**config.mk**
```make
export PLATFORM = sky130hd
export DESIGN_NAME = cdd_decoder
export DESIGN_NICKNAME = d
export VERILOG_FILES = /design/src/design/cdd_opcode_check.v /design/src/design/cdd_decoder.v
export VERILOG_INCLUDE_DIRS = /design/src /design/src/design
export SDC_FILE = /design/constraint.sdc
export NUM_CORES = 1
export LEC_CHECK = 0
export ABC_AREA = 0
export BUFFER_PORTS_ARGS = -buffer_cell sky130_fd_sc_hd__buf_2
export CORE_AREA = 8 8 168 170
export DETAILED_ROUTE_END_ITERATION = 8
export DIE_AREA = 0 0 176 178
export SLEW_MARGIN = 10
export SYNTH_ARGS = -nofsm -noshare
export SYNTH_HDL_FRONTEND = slang
export SYNTH_HIERARCHICAL = 1
export SYNTH_SLANG_ARGS = --single-unit
```
**constraint.sdc**
```tcl
create_clock -name REF_CLK -period 3.1 [get_ports REF_CLK]
set_clock_uncertainty 0.15 [all_clocks]
set_input_delay 0.31 -clock REF_CLK [delete_from_list [all_inputs] [get_ports REF_CLK]]
set_output_delay 0.31 -clock REF_CLK [all_outputs]
set_load 0.01 [all_outputs]
```
**src/design/cdd_defs.vh**
```
`ifndef CDD_DEFS_VH
`define CDD_DEFS_VH

// entry sizes in bytes per addressing mode
`define CDD_ENTRY_BYTES_32   16
`define CDD_ENTRY_BYTES_64   32
// 32-bit layout
`define CDD_L32_LEN_HI       63
`define CDD_L32_LEN_LO       40
`define CDD_L32_EP           38
`define CDD_L32_LAST         37
`define CDD_L32_IRQ          36
`define CDD_L32_OP_HI        35
`define CDD_L32_OP_LO        32
`define CDD_L32_PTR_HI       31
// 64-bit layout
`define CDD_L64_EP           102
`define CDD_L64_LAST         101
`define CDD_L64_IRQ          100
`define CDD_L64_OP_HI        99
`define CDD_L64_OP_LO        96
`define CDD_L64_LEN_HI       95
`define CDD_L64_LEN_LO       64
`define CDD_L64_PTR_HI       63
// cipher setup entry fields (low 64 bits, same in both modes)
`define CDD_CS_SIZE_HI       55
`define CDD_CS_SIZE_LO       40
`define CDD_CS_TWO_KEY       31
`define CDD_CS_KEY_HI        23
`define CDD_CS_KEY_MAX       24'h0000ff
`define CDD_XTS_WRAP_MAX     16'h0080
`define CDD_XTS_WRAP_ADD     17'h10000
// operation codes
`define CDD_OP_COMP          4'h0
`define CDD_OP_DECOMP        4'h1
`define CDD_OP_PASS          4'h2
`define CDD_OP_WRKEY         4'h3
`define CDD_OP_COMP_ENC      4'h4
`define CDD_OP_DEC_DECR      4'h5
`define CDD_OP_DECR          4'h7
`define CDD_OP_COMP_HASH     4'h8
`define CDD_OP_HASH          4'ha
`define CDD_OP_COMP_ENC_HASH 4'hc
`define CDD_OP_ENC_HASH      4'he

`endif

```
**src/design/cdd_opcode_check.v**
```verilog
`timescale 1ns/1ps
`default_nettype none
`include "cdd_defs.vh"

// classifies an operation code; purely combinational
module cdd_opcode_check (
  input  wire [3:0] op,          // operation code
  output reg        valid,       // code is defined
  output reg        is_cipher,   // code needs a cipher setup entry
  output reg        is_hash      // first destination is the hash buffer
);
  // decode table of the defined codes
  always @* begin
    valid     = 1'b1;
    is_cipher = 1'b0;
    is_hash   = 1'b0;
    case (op)
      `CDD_OP_COMP, `CDD_OP_DECOMP, `CDD_OP_PASS, `CDD_OP_WRKEY: valid = 1'b1;
      `CDD_OP_COMP_ENC, `CDD_OP_DEC_DECR, `CDD_OP_DECR: is_cipher = 1'b1;
      `CDD_OP_COMP_HASH, `CDD_OP_HASH: is_hash = 1'b1;
      `CDD_OP_COMP_ENC_HASH, `CDD_OP_ENC_HASH: begin
        is_cipher = 1'b1;
        is_hash   = 1'b1;
      end
      default: valid = 1'b0;
    endcase
  end
endmodule // cdd_opcode_check

`default_nettype wire

```
**src/design/cdd_decoder.v**
```verilog
`timescale 1ns/1ps
`default_nettype none
`include "cdd_defs.vh"

// Functional notes
// - user-data entry is never written back
// - destinations are filled strictly in order
// - hash commands: first destination is hash buffer
// - entries fetched as 16 or 32 bytes
// - 32-bit entry field positions decoded
// - 64-bit entry field positions decoded
// - last flag ends the command
// - opcode, irq, endian only from first entries
// - irq bit requests completion interrupt
// - operation code table decoded
// - xts sector sizes up to 0x80 wrap
// - gcm size field is aad length
// - cipher opcode limited to five values
// - bit 31 selects two-key fetch
// - key index above 255 reserved
// - completion clears the done flag
// - any decode error, or engine error while running, sets the error flag
module cdd_decoder #(
  parameter ENTRY_W = 256                  // widest entry in bits
) (
  input  wire               REF_CLK,       // 125 MHz clock
  input  wire               RESET_N,       // synchronous reset, active low
  input  wire               ADDR_MODE_64,  // static: 1 selects 64-bit entries
  input  wire               ENTRY_VALID,   // entry word offered
  output wire               ENTRY_READY,   // entry word taken
  input  wire               ENTRY_IS_SRC,  // 1 source entry, 0 destination entry
  input  wire [ENTRY_W-1:0] ENTRY_DATA,    // fetched entry bytes
  output wire [5:0]         FETCH_BYTES,   // bytes to fetch per entry
  output reg                SRC_BUF_VALID, // source buffer pulse
  output reg                DST_BUF_VALID, // destination buffer pulse
  output reg  [63:0]        BUF_POINTER,   // buffer address
  output reg  [31:0]        BUF_LENGTH,    // buffer length in bytes
  output reg  [15:0]        DST_INDEX,     // order of destination buffer
  output reg                HASH_BUF,      // this destination is the hash buffer
  output reg  [3:0]         OP_CODE,       // command operation
  output reg                ENDIAN_SEL,    // endian_selector_bit of the command
  output reg                IRQ_WANTED,    // completion interrupt requested
  output reg  [3:0]         CIPHER_OP,     // cipher_operation_code
  output reg                TWO_KEY_FETCH, // key manager fetches two keys
  output reg  [7:0]         KEY_SLOT,      // key store index
  output reg  [16:0]        SECTOR_BYTES,  // xts sector size in bytes
  output reg  [15:0]        AAD_BYTES,     // gcm aad length
  output reg                ENGINE_START,  // command start pulse
  input  wire               ENGINE_DONE,   // engine finished the command
  input  wire               ENGINE_ERROR,  // engine saw an error
  output reg                RESULT_WRITE,  // write result entry pulse
  output reg                RESULT_DONE,   // done flag value to write
  output reg                RESULT_ERR,    // error flag value to write
  output reg                CMD_IRQ,       // completion interrupt pulse
  output wire               BUSY           // command in progress
);

  localparam ST_FIRST = 4'b0001;  // awaiting first source/destination entries
  localparam ST_BUFS  = 4'b0010;  // passing buffer entries
  localparam ST_RUN   = 4'b0100;  // engine running
  localparam ST_DONE  = 4'b1000;  // write result

  // the cipher setup entry admits only the five cipher commands
  function cipher_op_ok;
    input [3:0] code;
    begin
      case (code)
        `CDD_OP_COMP_ENC,
        `CDD_OP_DEC_DECR,
        `CDD_OP_DECR,
        `CDD_OP_COMP_ENC_HASH,
        `CDD_OP_ENC_HASH: cipher_op_ok = 1'b1;
        default:          cipher_op_ok = 1'b0;
      endcase
    end
  endfunction

  reg  [3:0]  state;
  reg  [3:0]  next_state;
  reg         src_first_seen;
  reg         dst_first_seen;
  reg         src_ended;
  reg         dst_ended;
  reg         src_setup_next;
  reg         op_bad;
  reg         started;
  reg         err_acc;

  // field extraction per addressing mode
  reg  [63:0] f_ptr;
  reg  [31:0] f_len;
  reg  [3:0]  f_op;
  reg         f_last;
  reg         f_irq;
  reg         f_ep;

  always @* begin
    if (ADDR_MODE_64) begin
      f_ptr  = ENTRY_DATA[`CDD_L64_PTR_HI:0];
      f_len  = ENTRY_DATA[`CDD_L64_LEN_HI:`CDD_L64_LEN_LO];
      f_op   = ENTRY_DATA[`CDD_L64_OP_HI:`CDD_L64_OP_LO];
      f_last = ENTRY_DATA[`CDD_L64_LAST];
      f_irq  = ENTRY_DATA[`CDD_L64_IRQ];
      f_ep   = ENTRY_DATA[`CDD_L64_EP];
    end else begin
      f_ptr  = {32'h00000000, ENTRY_DATA[`CDD_L32_PTR_HI:0]};
      f_len  = {8'h00, ENTRY_DATA[`CDD_L32_LEN_HI:`CDD_L32_LEN_LO]};
      f_op   = ENTRY_DATA[`CDD_L32_OP_HI:`CDD_L32_OP_LO];
      f_last = ENTRY_DATA[`CDD_L32_LAST];
      f_irq  = ENTRY_DATA[`CDD_L32_IRQ];
      f_ep   = ENTRY_DATA[`CDD_L32_EP];
    end
  end

  // fetch size follows the static mode
  assign FETCH_BYTES = ADDR_MODE_64 ? 6'd`CDD_ENTRY_BYTES_64 : 6'd`CDD_ENTRY_BYTES_32;

  wire op_valid;
  wire op_cipher;
  wire op_hash;
  cdd_opcode_check u_opcheck (
    .op        (f_op),
    .valid     (op_valid),
    .is_cipher (op_cipher),
    .is_hash   (op_hash)
  );

  // cipher setup entry sits at the same positions in both modes
  wire [15:0] cs_size  = ENTRY_DATA[`CDD_CS_SIZE_HI:`CDD_CS_SIZE_LO];
  wire [23:0] cs_key   = ENTRY_DATA[`CDD_CS_KEY_HI:0];
  wire [3:0]  cs_op    = ENTRY_DATA[`CDD_L32_OP_HI:`CDD_L32_OP_LO];
  wire        key_bad  = (cs_key > `CDD_CS_KEY_MAX);
  // in 64-bit mode the setup command bits can disagree with bits 99:96,
  // so they are screened on their own rather than trusting the entry opcode
  wire        cs_op_bad = !cipher_op_ok(cs_op);

  // entries after the last flag on a side are refused by not being accepted
  wire side_open = ENTRY_IS_SRC ? !src_ended : !dst_ended;
  assign ENTRY_READY = (state == ST_FIRST || state == ST_BUFS) && side_open;
  wire take = ENTRY_VALID && ENTRY_READY;
  wire first_entry = ENTRY_IS_SRC ? !src_first_seen : !dst_first_seen;
  wire both_ended = (src_ended || (take && ENTRY_IS_SRC && f_last))
                  && (dst_ended || (take && !ENTRY_IS_SRC && f_last));

  // busy also covers a half-fetched command, so a host never sees a false idle
  // between the first source and the first destination entry
  assign BUSY = (state != ST_FIRST) || src_first_seen || dst_first_seen;

  // state transitions
  always @* begin
    next_state = state;
    case (state)
      ST_FIRST: begin
        // both first entries seen: the next take moves on to plain buffers
        if (take && src_first_seen && dst_first_seen)
          next_state = ST_BUFS;
        else if (both_ended)
          next_state = op_bad ? ST_DONE : ST_RUN;
      end
      ST_BUFS: begin
        // a rejected command skips the engine and goes straight to the result
        if (both_ended)
          next_state = (op_bad || err_acc) ? ST_DONE : ST_RUN;
      end
      ST_RUN: begin
        // engine errors are only collected while it runs
        if (ENGINE_DONE)
          next_state = ST_DONE;
      end
      ST_DONE: begin
        // one cycle to launch the result write, then idle again
        next_state = ST_FIRST;
      end
      default:  next_state = ST_FIRST;
    endcase
  end

  // main sequential decode
  always @(posedge REF_CLK) begin
    if (!RESET_N) begin
      state          <= ST_FIRST;
      src_first_seen <= 1'b0;
      dst_first_seen <= 1'b0;
      src_ended      <= 1'b0;
      dst_ended      <= 1'b0;
      src_setup_next <= 1'b0;
      op_bad         <= 1'b0;
      started        <= 1'b0;
      err_acc        <= 1'b0;
      SRC_BUF_VALID  <= 1'b0;
      DST_BUF_VALID  <= 1'b0;
      BUF_POINTER    <= 64'h0;
      BUF_LENGTH     <= 32'h0;
      DST_INDEX      <= 16'h0;
      HASH_BUF       <= 1'b0;
      OP_CODE        <= 4'h0;
      ENDIAN_SEL     <= 1'b0;
      IRQ_WANTED     <= 1'b0;
      CIPHER_OP      <= 4'h0;
      TWO_KEY_FETCH  <= 1'b0;
      KEY_SLOT       <= 8'h00;
      SECTOR_BYTES   <= 17'h0;
      AAD_BYTES      <= 16'h0;
      ENGINE_START   <= 1'b0;
      RESULT_WRITE   <= 1'b0;
      RESULT_DONE    <= 1'b0;
      RESULT_ERR     <= 1'b0;
      CMD_IRQ        <= 1'b0;
    end else begin
      state         <= next_state;
      SRC_BUF_VALID <= 1'b0;
      DST_BUF_VALID <= 1'b0;
      ENGINE_START  <= 1'b0;
      RESULT_WRITE  <= 1'b0;
      CMD_IRQ       <= 1'b0;
      if (ENGINE_ERROR && state == ST_RUN) err_acc <= 1'b1;
      if (take) begin
        if (f_last) begin
          if (ENTRY_IS_SRC) src_ended <= 1'b1;
          else dst_ended <= 1'b1;
        end
        if (first_entry) begin
          // command-wide bits come only from the first entries
          if (ENTRY_IS_SRC) src_first_seen <= 1'b1;
          else dst_first_seen <= 1'b1;
          OP_CODE    <= f_op;
          ENDIAN_SEL <= f_ep;
          IRQ_WANTED <= f_irq;
          if (!op_valid) op_bad <= 1'b1;
          if (ENTRY_IS_SRC && op_cipher) begin
            // first source is the setup entry, not a buffer
            CIPHER_OP     <= cs_op;
            TWO_KEY_FETCH <= ENTRY_DATA[`CDD_CS_TWO_KEY];
            KEY_SLOT      <= cs_key[7:0];
            AAD_BYTES     <= cs_size;
            if (cs_size <= `CDD_XTS_WRAP_MAX)
              SECTOR_BYTES <= `CDD_XTS_WRAP_ADD + {1'b0, cs_size};
            else
              SECTOR_BYTES <= {1'b0, cs_size};
            if (key_bad) op_bad <= 1'b1;
            // a setup entry with a non-cipher command is rejected as well
            if (cs_op_bad) op_bad <= 1'b1;
          end else if (ENTRY_IS_SRC) begin
            SRC_BUF_VALID <= 1'b1;
            BUF_POINTER   <= f_ptr;
            BUF_LENGTH    <= f_len;
          end else begin
            // hash commands reserve destination 0 for the digest
            DST_BUF_VALID <= 1'b1;
            HASH_BUF      <= op_hash;
            DST_INDEX     <= 16'h0;
            BUF_POINTER   <= f_ptr;
            BUF_LENGTH    <= f_len;
          end
        end else begin
          // later entries: their op, irq and endian bits are ignored
          BUF_POINTER <= f_ptr;
          BUF_LENGTH  <= f_len;
          if (ENTRY_IS_SRC) begin
            SRC_BUF_VALID <= 1'b1;
          end else begin
            DST_BUF_VALID <= 1'b1;
            HASH_BUF      <= 1'b0;
            DST_INDEX     <= DST_INDEX + 16'h1;
          end
        end
      end
      // engine never starts on a command rejected before the entry that ends it is taken
      if ((state == ST_FIRST || state == ST_BUFS) && next_state == ST_RUN)
        ENGINE_START <= 1'b1;
      if (state == ST_DONE) begin
        // only the result entry is written; user data is untouched
        RESULT_WRITE   <= 1'b1;
        RESULT_DONE    <= 1'b0;
        RESULT_ERR     <= op_bad || err_acc;
        CMD_IRQ        <= IRQ_WANTED;
        src_first_seen <= 1'b0;
        dst_first_seen <= 1'b0;
        src_ended      <= 1'b0;
        dst_ended      <= 1'b0;
        op_bad         <= 1'b0;
        err_acc        <= 1'b0;
      end
    end
  end
endmodule // cdd_decoder

`default_nettype wire

```
Word level (Yosys, flattened, before mapping)
Index checks and enable logic that the tools add are counted.

$add $sub $neg: 2. Magnitude comparators: 2. Equality and inequality tests: 24. Muxes and demuxes: 45. Bitwise operators: 2. Reduce and logical (&&, ||, !) cells: 39.

Operators by type and width (number): two-way mux 64 bit (3); two-way mux 32 bit (3); two-way mux 16 bit (4); == test 4 x 3 -> 1 bit (second input constant) (8); == test 4 bit (second input constant) (7); two-way mux 4 bit (7); two-way mux 1 bit (25); > comparator 24 x 8 -> 1 bit (second input constant) (1); adder 17 x 16 -> 17 bit (first input constant) (1); two-way mux 17 bit (1); adder 16 x 1 -> 16 bit (second input constant) (1); less-or-equal comparator 16 x 8 -> 1 bit (second input constant) (1); AND reduction 3 bit (5); == test 4 x 2 -> 1 bit (second input constant) (3); logical AND 1 bit (12); case mux 4 bit (3 select lines) (1); OR reduction 11 bit (1); OR reduction 5 bit (2); == test 4 x 1 -> 1 bit (second input constant) (2); AND reduction 2 bit (4); logical OR 1 bit (6); two-way mux 6 bit (1); zero test 1 bit (5); zero test 4 bit (1); other kinds (7) (9).

Bits in registers: 181. Bits of input ports: 263. Output and inout bits: 180. Logic and storage cells: 139.

Depth between registers and ports, before layout
Depth after elaboration: 14. Gate-level depth with buffers: 10. Gate-level depth less buffers: 8.

Cells and area by module
The synthesis kept the hierarchy.

Modules (own cells, without submodules): cdd_decoder (times used 1, cells an instance 768, area each 7071.8 sq um, sequential area each 3303.2 sq um); cdd_opcode_check (times used 1, cells an instance 6, area each 38.8 sq um, sequential area each 0.0 sq um).

Worst setup path before layout
OpenSTA, ideal clock, no wires.

Kind: input to register. From: input port ADDR_MODE_64. To: register SECTOR_BYTES[16]. Library setup time: 115 ps. Data arrival time: 2426 ps. Data required time: 2835 ps. Path slack: 409 ps. Stages on the path: 9. Buffers on the path: 2. Cells stage by stage: buf_2 mux2_2 or3b_1 and3_1 nor2b_1 nand4_1 buf_1 o21ai_0 and2_1.

Cells in the longest elaborated chain, start to end: 6. Elaborated cells between the ends (all ways): 10. Those cells by class: 5 x eq/ne; 2 x mux; 3 x reduce/logical.

Ends and longest elaborated chain: start: declaration (RTL line cdd_decoder.v:28) `input wire ADDR_MODE_64,`; two-way mux 4 bit * (RTL line cdd_decoder.v:98) `if (ADDR_MODE_64) begin`; via f_op[0] (RTL line cdd_decoder.v:92) `reg [3:0] f_op;`; == test 4 x 3 -> 1 bit / == test 4 bit (equally long branches) (RTL line cdd_opcode_check.v:17) `case (op)`; OR reduction 5 bit (no line) *; two-way mux 1 bit * (RTL line cdd_opcode_check.v:17); via op_cipher (RTL line cdd_decoder.v:119) `wire op_cipher;`; logical AND 1 bit * (RTL line cdd_decoder.v:230) `if (ENTRY_IS_SRC && op_cipher) begin`; AND reduction 3 bit (no line) *; end signal: assignment (RTL line cdd_decoder.v:237) `` SECTOR_BYTES <= `CDD_XTS_WRAP_ADD + {1'b0, cs_size}; ``; end signal: assignment (RTL line cdd_decoder.v:239) `SECTOR_BYTES <= {1'b0, cs_size};`; end: declaration (RTL line cdd_decoder.v:46) `output reg [16:0] SECTOR_BYTES,`.

Mark *: on every way through the listed nets, which the timed path passes. The rest lies on a longest branch. A chain may end at the register's enable or synchronous reset.

Worst setup path in the final report
From: register state[0]. To: register BUF_POINTER[41].

Cells in the longest elaborated chain, start to end: 5. Elaborated cells between the ends (all ways): 6. Those cells by class: 2 x eq/ne; 4 x reduce/logical.

Ends and longest elaborated chain: start: declaration (RTL line cdd_decoder.v:78) `reg [3:0] state;`; start signal: assignment (RTL line cdd_decoder.v:210) `state <= next_state;`; == test 4 x 1 -> 1 bit / == test 4 x 2 -> 1 bit (equally long branches) (RTL line cdd_decoder.v:139) `assign ENTRY_READY = (state == ST_FIRST || state == ST_BUFS) && side_open;`; logical OR 1 bit * (RTL line cdd_decoder.v:139); logical AND 1 bit * (RTL line cdd_decoder.v:139); logical AND 1 bit * (RTL line cdd_decoder.v:140) `wire take = ENTRY_VALID && ENTRY_READY;`; AND reduction 2 bit (no line) *; end signal: assignment (RTL line cdd_decoder.v:245) `BUF_POINTER <= f_ptr;`; end signal: assignment (RTL line cdd_decoder.v:252) `BUF_POINTER <= f_ptr;`; end signal: assignment (RTL line cdd_decoder.v:257) `BUF_POINTER <= f_ptr;`; end: declaration (RTL line cdd_decoder.v:36) `output reg [63:0] BUF_POINTER,`.

Every way passes the cells marked *; elsewhere a longest branch is shown, timed or not.

==> impl_metrics.csv <==
group,metric,value,unit
global_route,grtUsageMet2,22.5,%
yosys,yosys.area.top_type,"dfxtp_1",
yosys,synth-simple-area-share,20.8,%
setup_path,slowest_stage,"dfxtp_1",
global_route,use_met1,20.5,%
clock_network,htree_levels,4,
yosys,ys_ff_latch,165,
drt,num_vias,6576,
timing,hold_viol,0,
clock_network,root_buffer,"clkbuf_16",
floorplan,core,0.0256,mm2
drt,ant_nets,0,
yosys,synth_top_family_by_area,"simple AND/OR/NAND/NOR gates",
min_path,holdCritPathClass,"in -> reg",
yosys,synth_compound_area_share,15.4,%
setup_path,arrival,2.67,ns
setup_path,endpoint_kind,"flop",
power,p_per_area,562,mW/mm2
timing,slew_headroom,33.9,%
timing,worstMarginPinSlew,0.991,ns
yosys,ys_top_cells_by_area,"dfxtp_1 46%, mux2i_1 7.9%, nand2_1 7.8%",
setup_path,cp_max_fo,57,
timing,rsz0062_at_grt,"no",
setup_path,path_cells,"xor2_2 > nand2_2 > a211oi_4 > buf_12 > buf_12 > nand3_1 > a21boi_0",
cells_and_area,final_nets,1327,
min_path,min-delay-start,"ENTRY_DATA[39]",
min_path,min_to,"BUF_POINTER[39]$_SDFFE_PN0P_",
min_path,holdPathStages,3,
yosys,ys_types,54,
floorplan,die_h,178,um
global_route,grt_use_total,15.3,%
yosys,synth_xor_area_share,2.20,%
timing,fmax,403,MHz
clock_network,clock_latency,0.42,ns
setup_path,startpoint,"state[0]$_SDFF_PN1_",
floorplan,dieArea,0.0313,mm2
global_route,grt_util_met3,6.01,%
floorplan,die_w,176,um
clock_network,cts_resized,0,
setup_path,r2r_slack,0.62,ns
setup_path,crit_top_cell,"buf_12",
clock_network,cts_inserted_buffers,17,
global_route,overflow,0,
timing,fin_crit_sh,80.1,%
yosys,syn_area,0.00711,mm2
yosys,synth_edf_count,0,
yosys,ys_warn_count,6,
place,place_hpwl,18200,um
clock_network,cts_tree,"yes",
run_status,status,"complete, no violations",
setup_path,r2r_end,"BUF_POINTER[41]$_SDFFE_PN0P_",
yosys,syn_avg_cell_area,9.19,um2
setup_path,crit_required,3.29,ns
drt,drc,0,
yosys,synthArstFlopShare,0,%
global_route,grt_pass1_wl,37800,um
setup_path,critPathLaunchType,"flop",
setup_path,slowest_delay,0.64,ns
global_route,grt-busiest-layer,"met2",
timing,finalWorstSetupSlack,0.618,ns
floorplan,initial_core_util,27.8,%
power,vdd_drop_max,0.250,mV
place,gp_congestion,0.802,
timing,setup_viol,0,
clock_network,clkTransAtPathRegs,0.07,ns
drt,vias_per_cell,4.65,
drt,drtIter0Drc,411,
clock_network,cts_buffer_depth,2,
timing,tns,0,ns
power,leakage,4.89,nW
run,cap_violations,0,
floorplan,rows,59,
global_route,grt_pass1_vias,6424,
clock_network,hold_buffers,49,
setup_path,r2r_cells,7,
yosys,yosysSeqAreaShare,46.5,%
drt,wl_per_cell,17.7,um
global_route,antenna_found_initial,5,
place,port_buffers,284,
timing,period_minus_slack,2.48,ns
clock_network,clock-sinks,165,
timing,hold_ws,0.0284,ns
place,dp_slack,0.188,ns
yosys,yosysTopAreaCellShare,46.5,%
cells_and_area,mostFrequentLayoutCells,"282 x buf_2, 165 x dfxtp_1, 148 x nand2_1, 56 x mux2i_1, 52 x a21boi_1",
global_route,grt_start_max_net_pins,69,
clock_network,post-cts-setup-buffer-count,0,
setup_path,worstReg2RegStart,"state[0]$_SDFF_PN1_",
drt,wl,25000,um
yosys,synthMuxAreaShare,8.83,%
yosys,yosys_most_used_dff,"dfxtp_1",
yosys,syn_inst,774,
cells_and_area,syn_to_final_growth,38.1,%
cells_and_area,drive_gt1_share,31.8,%
yosys,synthAdderAreaFrac,0.176,%
timing,slew_viol_final,0,
setup_path,criticalPathCategory,"reg -> reg",
cells_and_area,layout_commonest_cell,"buf_2",
floorplan,ioPinCount,443,
drt,dr.pass1.iters,5,
## layout make-up
cell class	instances	area, um2
inverter	6	22.5
tap	335	419
clock inverter	15	176
clock buffer	17	425
antenna	2	5.00
multi-input combinational	528	3400
timing repair buffer	345	2070
sequential	165	3300
fill	2594	15800
## critical path: cells and delay by family (launching register included)
| kind | cells | cell delay, ns |
|---|---|---|
| compound gates | 2 | 0.54 |
| xor+xnor | 1 | 0.39 |
| buf+inv | 2 | 0.37 |
| flops | 1 | 0.64 |
| simple gates | 2 | 0.28 |
## routing by layer
layer	wire (um)	share of wire, %
met1	11900	48
met2	10700	43
met3	1970	7.9
met4	374	1.5
met5	41	0.16
## worst max path at each step
| stage | end | slack (ns) | cells past startpoint |
|---|---|---|---|
| finish | BUF_POINTER[41]$_SDFFE_PN0P_ | 0.62 | 7 |
| global route | BUF_POINTER[39]$_SDFFE_PN0P_ | 0.42 | 7 |
| CTS | BUF_POINTER[41]$_SDFFE_PN0P_ | 0.61 | 7 |
| detailed placement | BUF_POINTER[41]$_SDFFE_PN0P_ | 0.19 | 10 |
| global placement | BUF_POINTER[49]$_SDFFE_PN0P_ | 0.24 | 10 |
| floorplan | SECTOR_BYTES[16]$_SDFFE_PN0P_ | 0.41 | 9 |
## power breakdown
group          switching [mW]  total [mW]  internal [mW]
clock network            1.03        2.19           1.16
registers              0.0899        2.35           2.26
logic                   0.554       0.976          0.422
total                    1.67        5.52           3.85
## metrics by stage
stage / area, um2 / total power [mW] / std cells / utilization, %
after floorplan: 7130 / 2.93 / 778 / -
after CTS: 9810 / 5.62 / 1411 / 38.3
after global placement: 8720 / 3.33 / 1330 / 34.0
after detailed placement: 8720 / 3.34 / 1330 / 34.0
after global routing: 9820 / 5.79 / 1413 / 38.3
final: 9820 / 5.52 / 1413 / 38.3
## registers in the layout (all words and copies together) (netlist names)
register and count:
BUF_LENGTH 32, OP_CODE 4, DST_BUF_VALID 1, dst_first_seen 1, KEY_SLOT 8, SECTOR_BYTES 17, src_first_seen 1, ENGINE_START 1
SRC_BUF_VALID 1, dst_ended 1, BUF_POINTER 64, RESULT_ERR 1, op_bad 1, ENDIAN_SEL 1, TWO_KEY_FETCH 1, src_ended 1
HASH_BUF 1, CMD_IRQ 1, err_acc 1, CIPHER_OP 4, RESULT_WRITE 1, IRQ_WANTED 1, state 4, DST_INDEX 16
## cell families (layout without fill, tap and decap cells)
logic type                 after synthesis  in the layout
and+or+nand+nor                        309            309
DFF                                    165            165
AOI/OAI and AO/OA                      134            134
buffers and inverters                   85            383
muxes                                   62             62
xor gates and xnor gates                17             17
adders and majority gates                1              1
other                                    1              7
## cell usage after synthesis (11+ instances only)
master / n
nor2b_1: 34
nor2_1: 25
nand2_1: 148
buf_2: 19
dfxtp_1: 165
a21boi_1: 52
buf_4: 24
nand4_1: 11
xor2_1: 13
o211a_1: 31
mux2i_1: 56
a21boi_0: 23
clkbuf_1: 33
nand3_1: 45
Note: power is estimated with default switching activity, not from simulation.
